==> src/setpoint_regs.svh <==
// register offsets, reset values and timing counts of the setpoint conditioner
`ifndef SETPOINT_REGS_SVH
`define SETPOINT_REGS_SVH
`define TAU_OFFSET 16'h0904
`define WIN_OFFSET 16'h0912
`define OFS_OFFSET 16'h0916
`define ISCALE_OFFSET 16'h2006
`define NSCALE_OFFSET 16'h2106
`define NMAX_OFFSET 16'h2200
`define TAU_RESET 16'h0000
`define WIN_RESET 16'h0000
`define OFS_RESET 16'h0000
`define ISCALE_RESET 16'h012c
`define NSCALE_RESET 16'h0bb8
`define NMAX_RESET 16'h7530
`define OFS_MIN (-5000)
`define OFS_MAX 5000
`define WIN_MAX 1000
`define TAU_MAX 32767
`define SCALE_LIM 30000
`define FULL_SCALE_MV 10000
`define CLK_HZ 50000000
`define SAMPLE_US 250
`define SAMPLE_CYCLES ((`CLK_HZ / 1000000) * `SAMPLE_US)
// tau unit is 10 us, so period in tau units is 25
`define SAMPLE_TAU_UNITS (`SAMPLE_US / 10)
`endif

==> src/setpoint_pkg.sv <==
// types shared by the setpoint conditioner
package setpoint_pkg;
  typedef enum logic {current_mode_type_e, speed_mode_type_e} ctrl_mode_type;
  typedef struct packed {
    logic [15:0] tau;
    logic [15:0] win;
    logic signed [15:0] ofs;
    logic signed [15:0] iscale;
    logic signed [15:0] nscale;
    logic [15:0] nmax;
  } cfg_type;
  typedef struct packed {
    logic speed;
    logic signed [15:0] value;
  } setpoint_type;
endpackage : setpoint_pkg

==> src/setpoint_conditioner.sv <==
// conditioning chain for the first analogue input: offset, window, filter, scaling
//
// Function
// - add signed offset, clamped to +-5000 mV
// - zero input within programmed dead window
// - first-order low-pass, updated every 250 us
// - time constant 0..32767 in 0.01 ms
// - current setpoint: scale at 10 V input
// - speed setpoint: scale at 10 V input
// - negative scale inverts setpoint polarity
// - clamp speed setpoint to maximum speed
`timescale 1ns/1ps
`include "setpoint_regs.svh"

module setpoint_fifo #(
  parameter int WIDTH = 17,
  parameter int DEPTH = 4
) (
  input wire logic clk_i,
  input wire logic arst_n_i,
  input wire logic in_valid_i,
  output logic in_ready_o,
  input wire logic [WIDTH-1:0] in_data_i,
  output logic out_valid_o,
  input wire logic out_ready_i,
  output logic [WIDTH-1:0] out_data_o
);
  localparam int AW = $clog2(DEPTH);
  logic [WIDTH-1:0] mem_q [DEPTH];
  logic [AW-1:0] wr_q, wr_d;
  logic [AW-1:0] rd_q, rd_d;
  // one bit wider than the pointers so full and empty differ
  logic [AW:0] cnt_q, cnt_d;
  logic push, pop;

  // both pointers wrap the same way, depth need not be a power of two
  function automatic logic [AW-1:0] next_ptr(input logic [AW-1:0] p);
    next_ptr = (p == AW'(DEPTH - 1)) ? '0 : p + AW'(1);
  endfunction : next_ptr

  assign in_ready_o = (cnt_q != (AW+1)'(DEPTH));
  assign out_valid_o = (cnt_q != '0);
  assign out_data_o = mem_q[rd_q];
  assign push = in_valid_i & in_ready_o;
  assign pop = out_valid_o & out_ready_i;

  always_comb begin
    wr_d = wr_q;
    rd_d = rd_q;
    cnt_d = cnt_q;
    if (push) begin
      wr_d = next_ptr(wr_q);
    end
    if (pop) begin
      rd_d = next_ptr(rd_q);
    end
    if (push && !pop) begin
      cnt_d = cnt_q + (AW+1)'(1);
    end else if (pop && !push) begin
      cnt_d = cnt_q - (AW+1)'(1);
    end
  end

  always_ff @(posedge clk_i or negedge arst_n_i) begin
    if (!arst_n_i) begin
      wr_q <= '0;
      rd_q <= '0;
      cnt_q <= '0;
    end else begin
      wr_q <= wr_d;
      rd_q <= rd_d;
      cnt_q <= cnt_d;
    end
  end

  // storage needs no reset; reads are gated by the count
  always_ff @(posedge clk_i) begin
    if (push) begin
      mem_q[wr_q] <= in_data_i;
    end
  end
endmodule : setpoint_fifo

module setpoint_conditioner (
  input wire logic clk_i,
  input wire logic arst_n_i,
  input wire logic signed [15:0] sample_mv_i,
  input wire logic speed_mode_i,
  input wire logic param_wr_i,
  input wire logic [15:0] param_addr_i,
  input wire logic [15:0] param_wdata_i,
  output logic [15:0] param_rdata_o,
  output logic param_err_o,
  output logic signed [15:0] filtered_mv_o,
  output logic setpoint_valid_o,
  input wire logic setpoint_ready_i,
  output logic setpoint_speed_o,
  output logic signed [15:0] setpoint_o,
  output logic overrun_o
);
  setpoint_pkg::cfg_type cfg_q, cfg_d;
  logic [15:0] tick_cnt_q, tick_cnt_d;
  logic tick;
  logic push_q, push_d;
  logic signed [31:0] y_q, y_d;
  logic signed [15:0] filt_q, filt_d;
  logic overrun_q, overrun_d;
  logic fifo_ready;
  logic [16:0] fifo_out;
  setpoint_pkg::setpoint_type sp;

  // symmetric signed limit, used for the offset, both scales and the setpoint
  function automatic logic signed [31:0] sat(input logic signed [31:0] v, input logic signed [31:0] lim);
    if (v > lim) begin
      sat = lim;
    end else if (v < -lim) begin
      sat = -lim;
    end else begin
      sat = v;
    end
  endfunction : sat

  // out-of-range writes saturate instead of being refused
  function automatic logic [15:0] ucap(input logic [15:0] v, input logic [15:0] lim);
    ucap = (v > lim) ? lim : v;
  endfunction : ucap

  function automatic logic [15:0] scap(input logic [15:0] v, input logic signed [31:0] lim);
    scap = 16'(sat(32'(signed'(v)), lim));
  endfunction : scap

  // param writes; values outside the documented range saturate
  always_comb begin
    cfg_d = cfg_q;
    param_err_o = 1'b0;
    param_rdata_o = 16'h0000;
    case (param_addr_i)
      `TAU_OFFSET: param_rdata_o = cfg_q.tau;
      `WIN_OFFSET: param_rdata_o = cfg_q.win;
      `OFS_OFFSET: param_rdata_o = cfg_q.ofs;
      `ISCALE_OFFSET: param_rdata_o = cfg_q.iscale;
      `NSCALE_OFFSET: param_rdata_o = cfg_q.nscale;
      `NMAX_OFFSET: param_rdata_o = cfg_q.nmax;
      default: param_err_o = 1'b1;
    endcase
    if (param_wr_i) begin
      case (param_addr_i)
        `TAU_OFFSET: begin
          cfg_d.tau = ucap(param_wdata_i, 16'(`TAU_MAX));
        end
        `WIN_OFFSET: begin
          cfg_d.win = ucap(param_wdata_i, 16'(`WIN_MAX));
        end
        `OFS_OFFSET: begin
          cfg_d.ofs = scap(param_wdata_i, `OFS_MAX);
        end
        `ISCALE_OFFSET: begin
          cfg_d.iscale = scap(param_wdata_i, `SCALE_LIM);
        end
        `NSCALE_OFFSET: begin
          cfg_d.nscale = scap(param_wdata_i, `SCALE_LIM);
        end
        `NMAX_OFFSET: begin
          cfg_d.nmax = ucap(param_wdata_i, 16'(`SCALE_LIM));
        end
        default: begin
          cfg_d = cfg_q;
        end
      endcase
    end
  end

  always_comb begin
    tick = (tick_cnt_q == 16'(`SAMPLE_CYCLES - 1));
    tick_cnt_d = tick ? 16'h0000 : tick_cnt_q + 16'h0001;
    // setpoint pushed one cycle after the filter update
    push_d = tick;
  end

  // conditioning and filter, evaluated once per sample tick
  always_comb begin
    logic signed [31:0] x;
    logic signed [31:0] d;
    logic signed [31:0] tgt;
    logic signed [31:0] prod;
    logic signed [31:0] w;
    x = 32'sd0;
    d = 32'sd0;
    tgt = 32'sd0;
    prod = 32'sd0;
    w = 32'sd0;
    y_d = y_q;
    filt_d = filt_q;
    overrun_d = overrun_q;
    x = 32'(sample_mv_i) + 32'(cfg_q.ofs);
    // dead window at zero
    // compared signed, else negative inputs never fall inside
    w = 32'(cfg_q.win);
    if (x <= w && x >= -w) begin
      x = 32'sd0;
    end
    // filter state carries 8 fraction bits so slow filters still creep
    tgt = x <<< 8;
    if (tick) begin
      if (cfg_q.tau == 16'h0000) begin
        y_d = tgt;
      end else begin
        // pt1 step, tau in 10 us units
        d = tgt - y_q;
        prod = (d * `SAMPLE_TAU_UNITS) / $signed({16'h0000, cfg_q.tau});
        // step never overshoots when tau is below the sample period
        y_d = (cfg_q.tau <= 16'(`SAMPLE_TAU_UNITS)) ? tgt : y_q + prod;
      end
      filt_d = 16'(y_d >>> 8);
      // judged at the tick; the push itself follows a cycle later
      overrun_d = overrun_q | ~fifo_ready;
    end
  end

  always_comb begin
    logic signed [47:0] p;
    logic signed [31:0] s;
    p = 48'sd0;
    s = 32'sd0;
    sp.speed = speed_mode_i;
    if (speed_mode_i) begin
      p = 48'(filt_q) * 48'(cfg_q.nscale);
    end else begin
      p = 48'(filt_q) * 48'(cfg_q.iscale);
    end
    s = 32'(p / 48'(`FULL_SCALE_MV));
    if (speed_mode_i) begin
      s = sat(s, 32'({16'h0000, cfg_q.nmax}));
    end else begin
      s = sat(s, `SCALE_LIM);
    end
    sp.value = 16'(s);
  end

  // parameters survive only until reset; no persistent store here
  always_ff @(posedge clk_i or negedge arst_n_i) begin
    if (!arst_n_i) begin
      cfg_q.tau <= `TAU_RESET;
      cfg_q.win <= `WIN_RESET;
      cfg_q.ofs <= `OFS_RESET;
      cfg_q.iscale <= `ISCALE_RESET;
      cfg_q.nscale <= `NSCALE_RESET;
      cfg_q.nmax <= `NMAX_RESET;
    end else begin
      cfg_q <= cfg_d;
    end
  end

  always_ff @(posedge clk_i or negedge arst_n_i) begin
    if (!arst_n_i) begin
      tick_cnt_q <= 16'h0000;
      push_q <= 1'b0;
    end else begin
      tick_cnt_q <= tick_cnt_d;
      push_q <= push_d;
    end
  end

  always_ff @(posedge clk_i or negedge arst_n_i) begin
    if (!arst_n_i) begin
      y_q <= 32'sd0;
      filt_q <= 16'sd0;
      overrun_q <= 1'b0;
    end else begin
      y_q <= y_d;
      filt_q <= filt_d;
      overrun_q <= overrun_d;
    end
  end

  // sample dropped when control loop lags four periods; overrun stays set
  setpoint_fifo #(.WIDTH(17), .DEPTH(4)) u_fifo (
    .clk_i(clk_i),
    .arst_n_i(arst_n_i),
    .in_valid_i(push_q),
    .in_ready_o(fifo_ready),
    .in_data_i(sp),
    .out_valid_o(setpoint_valid_o),
    .out_ready_i(setpoint_ready_i),
    .out_data_o(fifo_out)
  );

  assign setpoint_speed_o = fifo_out[16];
  assign setpoint_o = fifo_out[15:0];
  assign filtered_mv_o = filt_q;
  assign overrun_o = overrun_q;
endmodule : setpoint_conditioner

==> config.mk <==
export PLATFORM = sky130hd
export DESIGN_NAME = setpoint_conditioner
export DESIGN_NICKNAME = d
export VERILOG_FILES = /design/src/setpoint_pkg.sv /design/src/setpoint_conditioner.sv
export VERILOG_INCLUDE_DIRS = /design/src
export SDC_FILE = /design/constraint.sdc
export NUM_CORES = 2
export LEC_CHECK = 0
export BUFFER_PORTS_ARGS = -buffer_cell sky130_fd_sc_hd__buf_2
export CELL_PAD_IN_SITES_DETAIL_PLACEMENT = 0
export CELL_PAD_IN_SITES_GLOBAL_PLACEMENT = 1
export CORE_ASPECT_RATIO = 1.1
export CORE_MARGIN = 4
export CORE_UTILIZATION = 47
export CTS_BUF_LIST = sky130_fd_sc_hd__clkbuf_4
export CTS_CLUSTER_DIAMETER = 120
export DETAILED_ROUTE_END_ITERATION = 7
export GPL_TIMING_DRIVEN = 1
export PLACE_DENSITY_LB_ADDON = 0.1
export SLEW_MARGIN = 25
export SYNTH_ARGS = -nofsm -noshare
export SYNTH_HDL_FRONTEND = slang
export SYNTH_SLANG_ARGS = --single-unit
==> constraint.sdc <==
create_clock -name clk_i -period 146.2 [get_ports clk_i]
set_clock_uncertainty 0.15 [all_clocks]
set_input_delay 14.62 -clock clk_i [delete_from_list [all_inputs] [get_ports clk_i]]
set_output_delay 14.62 -clock clk_i [all_outputs]
set_load 0.01 [all_outputs]
======== Word-level counts from Yosys, hierarchy flattened ========
Memory sizes are Yosys's and may differ from the RTL's.
Cells that the tools add are included.
storage, ports and cells
  register bits after elaboration ......... 169
  memory bits (writable) .................. 68
  output and inout port bits .............. 52
  memories ................................ 1
memories
  name          words  bits a word  rd ports  clocked after Yosys merged registers in  write ports  line                        source
  u_fifo.mem_q  4      17           1         0                                        1            setpoint_conditioner.sv:29  logic [WIDTH-1:0] mem_q [DEPTH];
cells by class
  add/sub/neg operators ................... 10
  multiply operators ...................... 3
  divide/modulo/power cells ............... 2
  order comparisons ....................... 14
  equality and inequality tests ........... 10
  multiplexer cells ....................... 25
  bitwise operators ....................... 4
  reductions and logical operators ........ 15
operators by type and width
  kind                      number
  $mux W16                  13
  $pmux W16 S6              1
  $eq A16 B14 Y1 const B    4
  $mul A16 B16 Y32          2
  $mux W32                  2
  $neg A16 Y32              2
  $div A48 B15 Y48 const B  1
  $eq A16 B12 Y1 const B    3
  $mux W48                  1
  $add A32 B32 Y32          1
  $div A32 B17 Y32          1
  $ge A17 B32 Y1            1
  $gt A16 B15 Y1 const B    2
  $gt A32 B16 Y1 const B    1
  $gt A32 B17 Y1            1
  $lt A32 B16 Y1 const B    1
  $lt A32 B32 Y1            1
  $mul A32 B6 Y32 const B   1
  $sub A32 B32 Y32          1
  $mux W24                  1
  $add A16 B16 Y17          1
  $le A17 B17 Y1            1
  $add A16 B1 Y16 const B   1
  $gt A16 B10 Y1 const B    1
  other kinds (23)          38

======== Longest topological paths before layout ========
  depth in word-level cells ............... 10
  depth in mapped cells ................... 739
  depth with buffers taken out ............ 691

======== Modules after synthesis ========
Synthesis repeated with hierarchy kept, for this count alone.
second synthesis, totals
  cell total of the unflattened synthesis .. 9035
  area, all modules ....................... 70958.1 µm²
by module, submodules not included
  module                times used  cells an instance  area an instance (µm²)
  setpoint_conditioner  1           8909               68016.5
  setpoint_fifo         1           126                2941.6

======== Least setup slack after synthesis ========
OpenSTA, ideal clock, no wires.
  kind .................................... input-to-reg
  start ................................... in sample_mv_i[0]
  end ..................................... reg y_q[31]
  library setup time ...................... 0.077 ns
  data arrival time ....................... 143.741 ns
  data required time ...................... 145.973 ns
  setup slack ............................. 2.232 ns
  stages .................................. 725
  buffers on the path ..................... 54
  path through ............................ ha_1 fa_1 a21oi_1 nor2_1 nor2_1 o21bai_1 a21oi_1 o21bai_1 a21oi_1 o21bai_1 a21oi_1 o21bai_1 a21oi_1 o21bai_1 a21oi_1 o211ai_1 o21ai_0 ha_1 (+689 left out) a21oi_1 o21bai_1 a21oi_1 o21bai_1 a21oi_1 o21bai_1 a21oi_1 nor2b_1 o21a_1 o21a_1 o21a_1 o21ai_0 nand2b_1 a21oi_1 xnor2_1 xnor2_1 nor2_1 o21ai_1
on the way
  word-level cells in the longest chain between the ends .. 10
RTL lines
  element                                           line                         source
  start, declared                                   setpoint_conditioner.sv:87   input wire logic signed [15:0] sample_mv_i,
  $add A16 B16 Y17 *                                setpoint_conditioner.sv:195  x = 32'(sample_mv_i) + 32'(cfg_q.ofs);
  $ge A17 B32 Y1 or $le A17 B17 Y1 (tied branches)  setpoint_conditioner.sv:199  if (x <= w && x >= -w) begin
  $logic_and A1 B1 Y1                               setpoint_conditioner.sv:199
  $mux W24 *                                        setpoint_conditioner.sv:199
  $sub A32 B32 Y32                                  setpoint_conditioner.sv:209  d = tgt - y_q;
  $mul A32 B6 Y32 (no line)                         n/a
  $div A32 B17 Y32                                  setpoint_conditioner.sv:210  prod = (d * `SAMPLE_TAU_UNITS) / $signed({16'h0000, cfg_q.tau});
  $add A32 B32 Y32                                  setpoint_conditioner.sv:212  y_d = (cfg_q.tau <= 16'(`SAMPLE_TAU_UNITS)) ? tgt : y_q + prod;
  $mux W32                                          setpoint_conditioner.sv:212
  $mux W32 *                                        setpoint_conditioner.sv:205  if (cfg_q.tau == 16'h0000) begin
  end signal, assigned                              setpoint_conditioner.sv:270  y_q <= y_d;
  end, declared                                     setpoint_conditioner.sv:105  logic signed [31:0] y_q, y_d;
Mark *: on every way between the ends. The rest lies on a longest branch, timed or not.
A chain may end at the register's enable or synchronous reset.

======== Worst setup path after layout ========
Ends and elaborated chain as after synthesis.

==> results.ini <==
[status]
status = complete, no violations

[final_layout]
final_nets = 10500
finish.utilization_pct = 50.5
final_cell_mix = inv_1 (1004), nand2_1 (892), ha_1 (822), nor2_1 (629), fa_1 (553)
final_common_cell = inv_1
drive_gt1_share_pct = 9.63
syn_to_final_growth_pct = 6.43
fin_area_mm2 = 0.0749

[cts]
clk-insertion-delay-late_ps = 790
htree_levels = 2
clock-sinks = 221
cts_buffers = 53
cts_hold_buffers = 0
path_clk_slew_ps = 80
cts_tree = done
cts_buffer_depth = 3
ctsRootBufferMaster = clkbuf_4

[yosys]
yosysUniqueCellTypes = 149
syn_inst = 9064
yosysSeqAreaShare_pct = 8.37
synth-seq-cells = 221
synth_area_per_cell_um2 = 7.77
synth_nets = 10500
postSynth.asyncResetShare_pct = 69.2
syn_area_mm2 = 0.0704
synth-edff-count = 68
ys.flop_type = dfrtp_1
ys_warn_count = 0

[placed_design]
io_buffers = 104
dpl.hpwl_mm = 191
dpl_cell_area_mm2 = 0.0729
place_ws_ps = -2020
place.gp.congestion = 0.938

[die]
ioPinCount = 105
coreArea_mm2 = 0.148
die_h_um = 414
die_x_um = 377
initial_core_util_pct = 47.5
rows = 148
fp.dieArea_mm2 = 0.156

[setup_path]
endpoint_kind = flip-flop
r2r.worst_path.cells = 694
crit_cells = 695
cp_top_family = compound AO/OA/AOI/OAI gates
r2r_slack_ps = 22960
cp_num_buf_inv = 40
r2r_end = y_q[31]$_DFFE_PN0P_
cp_slowest_cell = fa_1
max_stage_delay_ps = 530
critPathKind = input port to flip-flop
cp_max_fo = 36
start_kind = input port
crit_top_cell = o21a_1
crit_required_ps = 146760
critPathArrivalTime_ps = 137380
reg2reg_from = cfg_q[48]$_DFFE_PN0P_

[drt]
viasPerCell = 5.98
drt_iter0_drc = 3911
wl_met3_mm = 13.7
wl_per_cell_um = 21.7
dr_wl_met2_mm = 116
drc = 0
drtPass1Iterations = 6
num_vias = 66100
drt_wl_total_mm = 240
drtAntennaViolNets = 0
top_layer_used = met5
drt-met1-wl_mm = 101

[sta]
worst_slew_pin_slew_ps = 1140
fmax_mhz = 7.31
hold_viol_final = 0
final.min_clock_period_ps = 136820
finalSetupViolCount = 0
worst_slack_ps = 9380
relSlewSlack_pct = 23.4
finalMaxSlewViolations = 0
period_share_pct = 93.6

[grt]
grt_pass1_wl_mm = 375
grt_max_degree = 81
grt_overflow = 0
grt_pass1_vias = 65500
grt_usage_pct = 30.2
antenna_found_initial = 29

[hold_path]
min_from = tick_cnt_q[0]$_DFF_PN0_
hold_path_end = tick_cnt_q[0]$_DFF_PN0_
hp-class = flip-flop to flip-flop
worstHoldPathCells = 1

[job]
max-cap-violations = 0

[sequential cells by signal, indices dropped and copies added (netlist names)]
name	count
cfg_q	96
u_fifo.mem_q	68
y_q	32
tick_cnt_q	16
u_fifo.cnt_q	3
u_fifo.rd_q	2
u_fifo.wr_q	2
overrun_o	1
push_q	1
[cell families after synthesis]
family                   synth area share (%)
AO/OA/AOI/OAI                            22.3
XOR/XNOR                                 6.19
adder cells (fa/ha/maj)                  30.5
buffers and inverters                    7.56
flip-flops                               8.37
multiplexers                             2.99
AND/OR/NAND/NOR                          22.1
[worst max-delay path by stage]
stage,from,endpoint
after detailed placement,sample_mv_i[0],y_q[31]$_DFFE_PN0P_
final,sample_mv_i[0],y_q[31]$_DFFE_PN0P_
after global placement,sample_mv_i[0],y_q[31]$_DFFE_PN0P_
after CTS,sample_mv_i[0],y_q[31]$_DFFE_PN0P_
after global routing,sample_mv_i[0],y_q[31]$_DFFE_PN0P_
after floorplan,sample_mv_i[0],y_q[31]$_DFFE_PN0P_
[synthesized netlist by cell type (19+ instances only)]
cell	number	area, um^2
inv_1	1005	3770
nand2_1	895	3360
ha_1	822	10300
nor2_1	651	2440
fa_1	553	11100
a21oi_1	472	2360
nor3_1	446	2230
o21ai_0	415	2080
xnor2_1	345	3020
and2_1	339	2120
o21a_1	329	2470
clkbuf_1	269	1010
o31ai_1	169	1270
dfrtp_1	135	3380
nand3_1	134	671
xor2_1	131	1150
a21o_1	102	766
nand4_1	102	638
nor2b_1	100	626
nand2b_1	90	563
or3_1	80	500
mux2_2	78	878
mux2i_1	77	771
or2_2	75	469
o21bai_1	70	526
edfxtp_1	68	2040
and3_1	65	407
o211ai_1	64	480
a211oi_1	61	458
nor4_1	60	375
a31oi_1	58	363
o21ai_1	45	225
buf_2	33	165
buf_4	33	248
a221o_1	28	280
a211o_1	26	228
o2111ai_1	26	228
buf_1	23	86.3
and4_1	22	193
a21boi_1	19	143
[what timing repair did]
action / 4_1_cts / 5_1_grt
gates resized for setup: 8 / 223
buffers inserted: 0 / 49
endpoints found under the setup margin: 9 / 32
pin swaps: 1 / 35
cloned: 1 / 4
[worst register-to-register path, delay by kind of cell, from the launching register on]
kind                     cells  cell delay, ps
AND/OR/NAND/NOR            167           24520
adder cells (fa/ha/maj)     41           12200
XOR/XNOR                    10            1800
flip-flops                   1             440
multiplexers                12            3540
AO/OA/AOI/OAI              425           76220
buffers and inverters       39            4400
[metal layers]
layer	track usage [%]	up-vias
met5	0	-
met4	10.0	12
met3	4.14	418
li1	-	31800
met1	37.8	32200
met2	53.4	1686
[area by class of cell]
type	count	area (um^2)
sequential	221	5890
antenna	17	42.5
inverter	1007	3780
clock buffer	73	548
timing repair buffer	282	1920
tap	1950	2440
multi-input combinational	7477	60100
fill	14800	73400
clock inverter	23	164
[through the flow]
step                      TNS (ps)  hold WS, ps  instances
after floorplan                  0          297       9064
after CTS                        0          327      11000
final                            0          332      11100
after global placement           0          318      10900
after global routing          -428          349      11000
after detailed placement    -10240          319      10900
Power is left out: the tool's default activity adds up to more than one toggle a clock period on the data nets, which glitch-free logic cannot reach.
